## src/inc/bsr_pkg.sv

```systemverilog
// Package of the bus status and request/grant block: status codes,
// bus states and timing counts.
// Assumes a single clock domain; nothing here is shared across clocks.
package bsr_pkg;

  // ********************************************************
  // Cycle status codes, bit two first
  // ********************************************************
  localparam logic [2:0] CS_INT_ACK = 3'h0;
  localparam logic [2:0] CS_IO_READ = 3'h1;
  localparam logic [2:0] CS_IO_WRITE = 3'h2;
  localparam logic [2:0] CS_HALT = 3'h3;
  localparam logic [2:0] CS_CODE_FETCH = 3'h4;
  localparam logic [2:0] CS_MEM_READ = 3'h5;
  localparam logic [2:0] CS_MEM_WRITE = 3'h6;
  localparam logic [2:0] CS_PASSIVE = 3'h7;

  // ********************************************************
  // Timing count and number of request/grant lines
  // ********************************************************
  // Clocks during which a line ignores the echo of its own grant pulse
  localparam logic [1:0] ECHO_BLANK = 2'h3;
  localparam int NUM_LINES = 2;

  // ********************************************************
  // Bus states
  // ********************************************************
  typedef enum logic [6:0] {
    BS_IDLE = 7'h01,
    BS_FOUR = 7'h02,
    BS_ONE = 7'h04,
    BS_TWO = 7'h08,
    BS_THREE = 7'h10,
    BS_WAIT = 7'h20,
    BS_GRANTED = 7'h40
  } bsr_state_e;

endpackage

```

## src/hdl/bsr_handover_line.sv

```systemverilog
// One request/grant line: synchroniser, low-pulse detector and grant driver.
// Assumes the line is pulled high by bus-hold when no one drives it.
`timescale 1ns/10ps
`default_nettype none

module bsr_handover_line
  import bsr_pkg::*;
(
  input wire logic mclk,
  input wire logic rst_n,
  input wire logic line_in,
  input wire logic grant_go,
  output logic req_seen,
  output logic line_out,
  output logic line_oe
);

  logic sync1;
  logic sync2;
  logic sync_prev;
  logic [1:0] blank;
  wire fall_seen = sync_prev & ~sync2;

  // ********************************************************
  // Input synchroniser and pulse detect
  // ********************************************************
  always_ff @(posedge mclk) begin
    if (!rst_n) begin
      sync1 <= 1'b1;
      sync2 <= 1'b1;
      sync_prev <= 1'b1;
    end else begin
      sync1 <= line_in;
      sync2 <= sync1;
      sync_prev <= sync2;
    end
  end

  // Our own grant pulse comes back through the synchroniser; mask it
  always_ff @(posedge mclk) begin
    if (!rst_n) begin
      blank <= 2'h0;
      req_seen <= 1'b0;
    end else begin
      blank <= grant_go ? ECHO_BLANK : (blank != 2'h0 ? blank - 2'h1 : 2'h0);
      req_seen <= fall_seen & (blank == 2'h0) & ~grant_go;
    end
  end

  // ********************************************************
  // Grant driver: one clock low, then released to bus-hold
  // ********************************************************
  always_ff @(posedge mclk) begin
    if (!rst_n) begin
      line_oe <= 1'b0;
      line_out <= 1'b1;
    end else begin
      line_oe <= grant_go;
      line_out <= ~grant_go;
    end
  end

endmodule
`default_nettype wire

```

## src/hdl/bsr_bus_status.sv

```systemverilog
// Bus status sequencer with two request/grant lines for the local bus.
// Assumes the ready pin and both lines are asynchronous; the core side is on mclk.
//
// Function
// - Status returns passive when ready sampled high
// - Status change in state four starts cycle
// - Passive in three or wait ends cycle
// - Status floats, held high, while granted
// - Bus released when current cycle ends
// - Lines bidirectional; first line wins ties
// - Lines held high by bus-hold when idle
// - Grant pulse one clock, state four or idle
`timescale 1ns/10ps
`default_nettype none

module bsr_bus_status
  import bsr_pkg::*;
(
  input wire logic mclk,
  input wire logic rst_n,
  input wire logic cyc_req,
  input wire logic [2:0] cyc_code,
  output logic cyc_taken,
  output logic cyc_end,
  output logic bus_granted,
  input wire logic ready_pin,
  output logic cycle_status_bit2,
  output logic cycle_status_bit1,
  output logic cycle_status_bit0,
  output logic cycle_status_oe,
  input wire logic bus_handover_line_high_prio_in,
  output logic bus_handover_line_high_prio_out,
  output logic bus_handover_line_high_prio_oe,
  input wire logic bus_handover_line_low_prio_in,
  output logic bus_handover_line_low_prio_out,
  output logic bus_handover_line_low_prio_oe
);

  bsr_state_e st;
  bsr_state_e next_st;
  logic [2:0] status;
  logic ready_meta;
  logic ready_s;
  logic [1:0] pend;
  logic gnt_sel;
  logic [1:0] req_seen;
  logic [1:0] line_in;
  logic [1:0] line_out;
  logic [1:0] line_oe;

  assign line_in = {bus_handover_line_low_prio_in, bus_handover_line_high_prio_in};
  assign bus_handover_line_high_prio_out = line_out[0];
  assign bus_handover_line_high_prio_oe = line_oe[0];
  assign bus_handover_line_low_prio_out = line_out[1];
  assign bus_handover_line_low_prio_oe = line_oe[1];
  assign cycle_status_bit2 = status[2];
  assign cycle_status_bit1 = status[1];
  assign cycle_status_bit0 = status[0];

  // ********************************************************
  // Decode
  // ********************************************************
  wire grant_slot = (st == BS_FOUR) || (st == BS_IDLE);
  wire [1:0] grant_go = grant_slot ? (pend[0] ? 2'h1 : {pend[1], 1'b0}) : 2'h0;
  wire release_seen = (st == BS_GRANTED) && req_seen[gnt_sel];
  // A passive code is no cycle, so such a request is never taken
  wire start_ok = cyc_req && (cyc_code != CS_PASSIVE) && (grant_go == 2'h0);
  wire ready_end = ((st == BS_THREE) || (st == BS_WAIT)) && ready_s;

  // ********************************************************
  // Request/grant lines
  // ********************************************************
  genvar gi;
  generate
    for (gi = 0; gi < NUM_LINES; gi++) begin : g_line
      bsr_handover_line u_line (
        .mclk(mclk),
        .rst_n(rst_n),
        .line_in(line_in[gi]),
        .grant_go(grant_go[gi]),
        .req_seen(req_seen[gi]),
        .line_out(line_out[gi]),
        .line_oe(line_oe[gi])
      );
      // The release pulse of the granted line is not a new request
      wire set_req = req_seen[gi] && !(st == BS_GRANTED && gnt_sel == 1'(gi));
      always_ff @(posedge mclk) begin
        if (!rst_n) begin
          pend[gi] <= 1'b0;
        end else begin
          pend[gi] <= set_req | (pend[gi] & ~grant_go[gi]);
        end
      end
    end
  endgenerate

  // ********************************************************
  // Ready synchroniser
  // ********************************************************
  always_ff @(posedge mclk) begin
    if (!rst_n) begin
      ready_meta <= 1'b0;
      ready_s <= 1'b0;
    end else begin
      ready_meta <= ready_pin;
      ready_s <= ready_meta;
    end
  end

  // ********************************************************
  // Bus state sequence
  // ********************************************************
  always_comb begin
    next_st = st;
    unique case (st)
      BS_IDLE: begin
        if (grant_go != 2'h0) begin
          next_st = BS_GRANTED;
        end else if (start_ok) begin
          next_st = BS_FOUR;
        end
      end
      BS_FOUR: begin
        if (grant_go != 2'h0) begin
          next_st = BS_GRANTED;
        end else if (start_ok) begin
          next_st = BS_ONE;
        end else begin
          next_st = BS_IDLE;
        end
      end
      BS_ONE: next_st = BS_TWO;
      BS_TWO: next_st = BS_THREE;
      BS_THREE: next_st = ready_s ? BS_FOUR : BS_WAIT;
      BS_WAIT: next_st = ready_s ? BS_FOUR : BS_WAIT;
      BS_GRANTED: next_st = release_seen ? BS_IDLE : BS_GRANTED;
    endcase
  end

  always_ff @(posedge mclk) begin
    if (!rst_n) begin
      st <= BS_IDLE;
      gnt_sel <= 1'b0;
    end else begin
      st <= next_st;
      if (grant_go != 2'h0) begin
        gnt_sel <= grant_go[1];
      end
    end
  end

  // ********************************************************
  // Status outputs
  // ********************************************************
  // The code goes out only in state four, so every start is seen there
  always_ff @(posedge mclk) begin
    if (!rst_n) begin
      status <= CS_PASSIVE;
      cycle_status_oe <= 1'b1;
      cyc_taken <= 1'b0;
      cyc_end <= 1'b0;
      bus_granted <= 1'b0;
    end else begin
      cyc_taken <= (st == BS_FOUR) && start_ok;
      cyc_end <= ready_end;
      bus_granted <= (next_st == BS_GRANTED);
      if (ready_end || grant_go != 2'h0) begin
        status <= CS_PASSIVE;
      end else if (st == BS_FOUR && start_ok) begin
        status <= cyc_code;
      end
      if (grant_go != 2'h0) begin
        cycle_status_oe <= 1'b0;
      end else if (release_seen) begin
        cycle_status_oe <= 1'b1;
      end
    end
  end
endmodule
`default_nettype wire

```

## config.mk

```make
export PLATFORM = sky130hd
export DESIGN_NAME = bsr_bus_status
export DESIGN_NICKNAME = d
export VERILOG_FILES = /design/src/inc/bsr_pkg.sv /design/src/hdl/bsr_handover_line.sv /design/src/hdl/bsr_bus_status.sv
export SDC_FILE = /design/constraint.sdc
export NUM_CORES = 1
export LEC_CHECK = 0
export ABC_AREA = 1
export BUFFER_PORTS_ARGS = -buffer_cell sky130_fd_sc_hd__buf_4
export CORE_AREA = 2 2 68 44
export CTS_BUF_LIST = sky130_fd_sc_hd__clkbuf_4 sky130_fd_sc_hd__clkbuf_8
export CTS_CLUSTER_DIAMETER = 80
export DETAILED_ROUTE_END_ITERATION = 8
export DIE_AREA = 0 0 70 46
export HOLD_SLACK_MARGIN = 0.12
export PLACE_DENSITY = 0.78
export SKIP_CTS_REPAIR_TIMING = 1
export SYNTH_ARGS = -nofsm -noshare
export SYNTH_HDL_FRONTEND = slang
export SYNTH_SLANG_ARGS = --single-unit
export TNS_END_PERCENT = 100
```

## constraint.sdc

```tcl
create_clock -name mclk -period 2 [get_ports mclk]
set_clock_uncertainty 0.1 [all_clocks]
set_input_delay 0.2 -clock mclk [delete_from_list [all_inputs] [get_ports mclk]]
set_output_delay 0.2 -clock mclk [all_outputs]
set_load 0.02 [all_outputs]
```

==> flow_summary.ini, run 1 <==
[timing]
timing.fmax_ghz = 0.553
final.period_utilization_pct = 90.4
rsz0062_at_grt = no
setup_tns_ns = 0
setup_viol = 0
max_slew_margin_pct = 55.0
hold_violations = 0
tightest_slew_ns = 0.675
post-route-min-period_ns = 1.81
holdWs_ns = 0.153
slew_violations = 0

[worst_setup_path]
cp.required_ns = 2.13
r2r_cells = 6
critical_path.max_fanout = 11
reg2reg_slack_ns = 0.33
path_class = in2reg
startpoint_type = primary input
r2r-end = status[2]$_SDFFE_PP1P_
endpoint_kind = flop
crit_start = cyc_code[1]
cp-endpoint = bus_granted$_SDFF_PN0_
rr_startpoint = st[0]$_SDFF_PN1_
arrival_ns = 1.93

[grt]
grt_pass1_vias = 1133
grt_first_pass_wirelength_mm = 5.34
overflow = 0
antenna_found_initial = 0
grt_max_degree = 22
grt.total_usage_pct = 22.3

[power_and_ir_drop]
vdd_drop_max_uv = 635
power.leakage_nw = 0.809
powerDensity_nw_per_um2 = 863
p_total_mw = 1.55

[logic_synthesis]
synth.top_cell.area_share_pct = 48.4
synth_seq_area_share_pct = 48.4
syn_nets = 198
ys_warn_count = 0
ys_seq_elements = 35
yosysMostFrequentCell = dfxtp_1
synth_ff_type = dfxtp_1
synth_cells = 189
synth_top_area_cell = dfxtp_1
synth_area_leaders = dfxtp_1 (48%), nand2_1 (8.8%), nand3_1 (5.9%), inv_1 (5.7%), nor2_1 (5.4%)
synth_area_um2 = 1450
avgSynthCellArea_um2 = 7.66
synthTopCellsByCount = dfxtp_1 (35), nand2_1 (34), inv_1 (22)
ys_types = 24
synth-async-reset-ratio_pct = 0
synth_edf_count = 0

[floorplanning]
die_area_um2 = 3220
ioPinCount = 20
initial_utilization_pct = 54.3
die_w_um = 70
die-height_um = 46
rows = 15
core_um2 = 2670

[clocking]
path_clk_slew_ns = 0.07
cts_max_path_buffers = 2
root_buffer = clkbuf_8
cts_made_buffers = 5
clock-sinks = 35
insertion_delay_ns = 0.29
cts_tree = built
cts.htree.levels = 2

[route]
first_pass_iters = 4
dr_total_vias = 1307
routed_wl_mm = 3.33
drt-initial-drc-count = 121
drc_errors = 0
wire_per_inst_um = 13.2
via_per_inst = 5.17
ant_nets = 0

[placed_design]
place_hpwl_mm = 2.28
dpl_cell_area_um2 = 1620
routabilityCongestion = 0.945
numPortBuffers = 19

[layout]
drive_gt1_share_pct = 25.1
stdcell_area_um2 = 1800
final_util_pct = 67.5
num_antenna_cells = 0
final_nets = 227
synthToLayoutAreaGrowth_pct = 24.3

[outcome]
status = completed

[flow_run]
drv_cap = 0

[worst_hold_path]
worstHoldPathType = in2reg
power breakdown:
| part | internal [mW] | switching, mW | total [mW] | leakage (nW) |
|---|---|---|---|---|
| clock | 0.371 | 0.257 | 0.628 | 0.0581 |
| sequential | 0.722 | 0.0177 | 0.740 | 0.285 |
| combinational | 0.0703 | 0.114 | 0.185 | 0.466 |
area by class of cell:
class                      instances  area, um2
timing repair buffer              26        213
multi-input combinational        124        633
tap                               34       42.5
sequential                        35        701
clock inverter                     3       43.8
inverter                          26       97.6
fill                             201        866
clock buffer                       5       68.8
flip-flops by register name, indices dropped and copies added, names as in the netlist, 2 cells and up:
register,cells
g_line.u_line.sync_prev,2
g_line.u_line.blank,4
g_line.u_line.sync1,2
g_line.u_line.req_seen,2
g_line.u_line.sync2,2
g_line.u_line.line_out,2
g_line.u_line.line_oe,2
status,3
pend,2
st,7
logic make-up after synthesis:
family          share of synthesized area (%)
simple gates                             35.5
buf+inv                                  7.86
flops                                    48.4
mux                                     0.691
compound gates                           7.52
routing by layer:
metal / wire [um] / track usage (%) / vias up
li1: - / - / 654
met1: 1520 / 29.8 / 585
met2: 1450 / 34.5 / 62
met3: 316 / 7.74 / 6
met4: 44 / 7.31 / 0
met5: 0 / 0 / -
metrics by stage:
stage	setup slack, ns	cells
after floorplan	0.578	189
after global placement	0.445	238
after detailed placement	0.416	238
after CTS	0.393	246
after global routing	0.0942	253
final	0.191	253
worst min-delay path by stage:
stage | startpoint | end | cells after the start
after floorplan | ready_pin | ready_meta$_SDFF_PN0_ | 2
after global placement | ready_pin | ready_meta$_SDFF_PN0_ | 3
after detailed placement | bus_handover_line_low_prio_in | g_line[1].u_line.sync1$_SDFF_PN1_ | 2
after CTS | bus_handover_line_low_prio_in | g_line[1].u_line.sync1$_SDFF_PN1_ | 2
after global routing | cyc_code[0] | status[0]$_SDFFE_PP1P_ | 3
final | cyc_code[0] | status[0]$_SDFFE_PP1P_ | 3
critical path, cell delays in order:
cell and delay [ns]:
dlygate4sd3_1 0.55, buf_4 0.14, nand3_1 0.07, nand2_1 0.07
inv_1 0.28, nor2_1 0.08, nand3_1 0.11, nand2_1 0.05
nor2_1 0.19, nand3_1 0.10, nor2_1 0.09
cell usage in the layout (no fill, tap or decap), types with 2 or more instances in the layout:
cell type and instances:
nor3_1 4, clkbuf_8 5, nand2_2 7, nand4_1 3, nand2_1 34, inv_1 22
dfxtp_1 35, nor2_2 8, inv_2 4, nor2_1 21, o21ai_1 2, nor2_4 2
nand3_1 17, a21oi_1 7, buf_4 19, o21ai_0 4, or2_1 2, or2_2 5
dlygate4sd3_1 7, o31ai_1 3
(Power assumes the default switching activity.)
==> run 2: changes to the inputs <==
- BUFFER_PORTS_ARGS: -buffer_cell sky130_fd_sc_hd__buf_4 -> not set
- CORE_AREA: 2 2 68 44 -> 2 2 65 42
- DIE_AREA: 0 0 70 46 -> 0 0 67 44
- DONT_BUFFER_PORTS: not set -> 1
- SKIP_LAST_GASP: not set -> 1
==> run 2 against run 1 <==
Sequential share of layout area increased by 3.2 points. Combinational power is 17% lower. Clock power grew 2%. Wire length is 5.5% lower. Sequential power increased by 1%. Critical path type is now reg2reg. Critical endpoint unchanged. Largest cell class unchanged. Highest routed layer unchanged.
==> flow_summary.ini, run 2 (synthesized netlist as in run 1, its figures left out) <==
[floorplanning]
core_um2 = 2380
initial_utilization_pct = 60.8
ioPinCount = 20
die-height_um = 44
rows = 14
die_area_um2 = 2950
die_w_um = 67

[layout]
final_cells = 233
final_nets = 209
reg.largest.list = st: 7 flops, g_line.u_line.blank: 4 flops, status: 3 flops
final_common_cell = dfxtp_1
synthToLayoutAreaGrowth_pct = 14.8
largest_reg_flops = 7
fill_cells = 202
multiInputGateArea_um2 = 633
seq_area_um2 = 701
layout_common_cells = dfxtp_1 (35), nand2_1 (34), inv_1 (22)
largest_register = st
final_util_pct = 69.7
drive_gt1_share_pct = 18.4
num_antenna_cells = 0
stdcell_area_um2 = 1660

[timing]
setup_viol = 0
max_slew_margin_pct = 71.5
holdWs_ns = 0.125
rsz0062_at_grt = no
setup_tns_ns = 0
post-route-min-period_ns = 1.64
tightest_slew_ns = 0.428
final.period_utilization_pct = 82.2
worst_slack_ns = 0.357
timing.fmax_ghz = 0.608
hold_violations = 0
slew_violations = 0

[worst_setup_path]
arrival_ns = 1.75
crit_start = st[1]$_SDFF_PN0_
endpoint_kind = flop
worst_path_max_delay_cell = dfxtp_1
path_cells = nor2_1 -> nand2_2 -> nor2_2 -> inv_1 -> or2_1 -> nand2_1 -> nor2_1 -> nand3_1 -> nor2_1
startpoint_type = flop
rr_startpoint = st[1]$_SDFF_PN0_
timing.critical_path.buf_inv = 1
path_class = reg2reg
cp.required_ns = 2.10
slowest_delay_ns = 0.35
critPathTopFamily = simple AND/OR/NAND/NOR gates
crit_top_cell = nor2_1
critical_path.max_fanout = 5

[placed_design]
place_hpwl_mm = 2.29
dp_slack_ns = 0.406
dp_cells = 218
dpl_cell_area_um2 = 1480
numPortBuffers = 0
routabilityCongestion = 0.930

[grt]
antenna_found_initial = 0
grt_max_degree = 16
overflow = 0
grt_first_pass_wirelength_mm = 5.12
grt.total_usage_pct = 24.9
grt_pass1_vias = 1066

[power_and_ir_drop]
p_int_mw = 1.15
power_frac_clock_pct = 41.6
p_total_mw = 1.54
vdd_drop_max_uv = 624
powerDensity_nw_per_um2 = 928
swShare_pct = 25.6
power.switching_mw = 0.395
power.leakage_nw = 0.724
comb_power_share_pct = 9.9
seqPwrFrac_pct = 48.5

[worst_hold_path]
min-delay-start = cyc_req
worstHoldPathType = in2reg

[clocking]
clock-sinks = 35
cts.htree.levels = 2
insertion_delay_ns = 0.30
path_clk_slew_ns = 0.07
root_buffer = clkbuf_8
cts_made_buffers = 5
cts_tree = built
cts_max_path_buffers = 2

[route]
routed_wl_mm = 3.15
dr_total_vias = 1211
first_pass_iters = 5
drt-initial-drc-count = 136
drc_errors = 0
ant_nets = 0
via_per_inst = 5.20
wire_per_inst_um = 13.5

[flow_run]
drv_cap = 0

[outcome]
status = completed
run 2: changes by cell type in the layout (fill, tap and decap cells not counted):
cell,previous run,this run
buf_4,19,1
run 2: layer usage:
metal / routed length (um) / track usage [%] / vias to the layer above
met3: 272 / 6.75 / 10
met2: 1360 / 34.1 / 57
met1: 1460 / 36.3 / 529
met4: 57 / 12.2 / 0
met5: 0 / 0 / -
li1: - / - / 615
run 2: cell type report:
type,count,area share [%]
Clock buffer,5,4.14
Timing Repair Buffer,8,4.67
Multi-Input combinational cell,124,38.1
Clock inverter,3,2.64
Tap cell,32,2.41
Sequential cell,35,42.2
Inverter,26,5.87
run 2: final timing paths:
kind,endpoint,slack [ns],cells after the start
min reg2reg,g_line[1].u_line.sync2$_SDFF_PN1_,0.31,1
max,bus_granted$_SDFF_PN0_,0.36,9
min,st[0]$_SDFF_PN1_,0.13,5
max reg2reg,bus_granted$_SDFF_PN0_,0.36,9
run 2: tightest hold or removal path, delay by kind of cell:
family | cells | cell delay, ns
and+or+nand+nor | 4 | 0.25
buffers and inverters | 1 | 0.05
run 2: power groups by stage:
stage,clock (mW),sequential [mW],combinational (mW)
2_1_floorplan,0,0.758,0.114
3_3_place_gp,0,0.762,0.135
3_5_place_dp,0,0.763,0.136
4_1_cts,0.639,0.748,0.138
5_1_grt,0.672,0.750,0.171
6_report,0.642,0.748,0.153
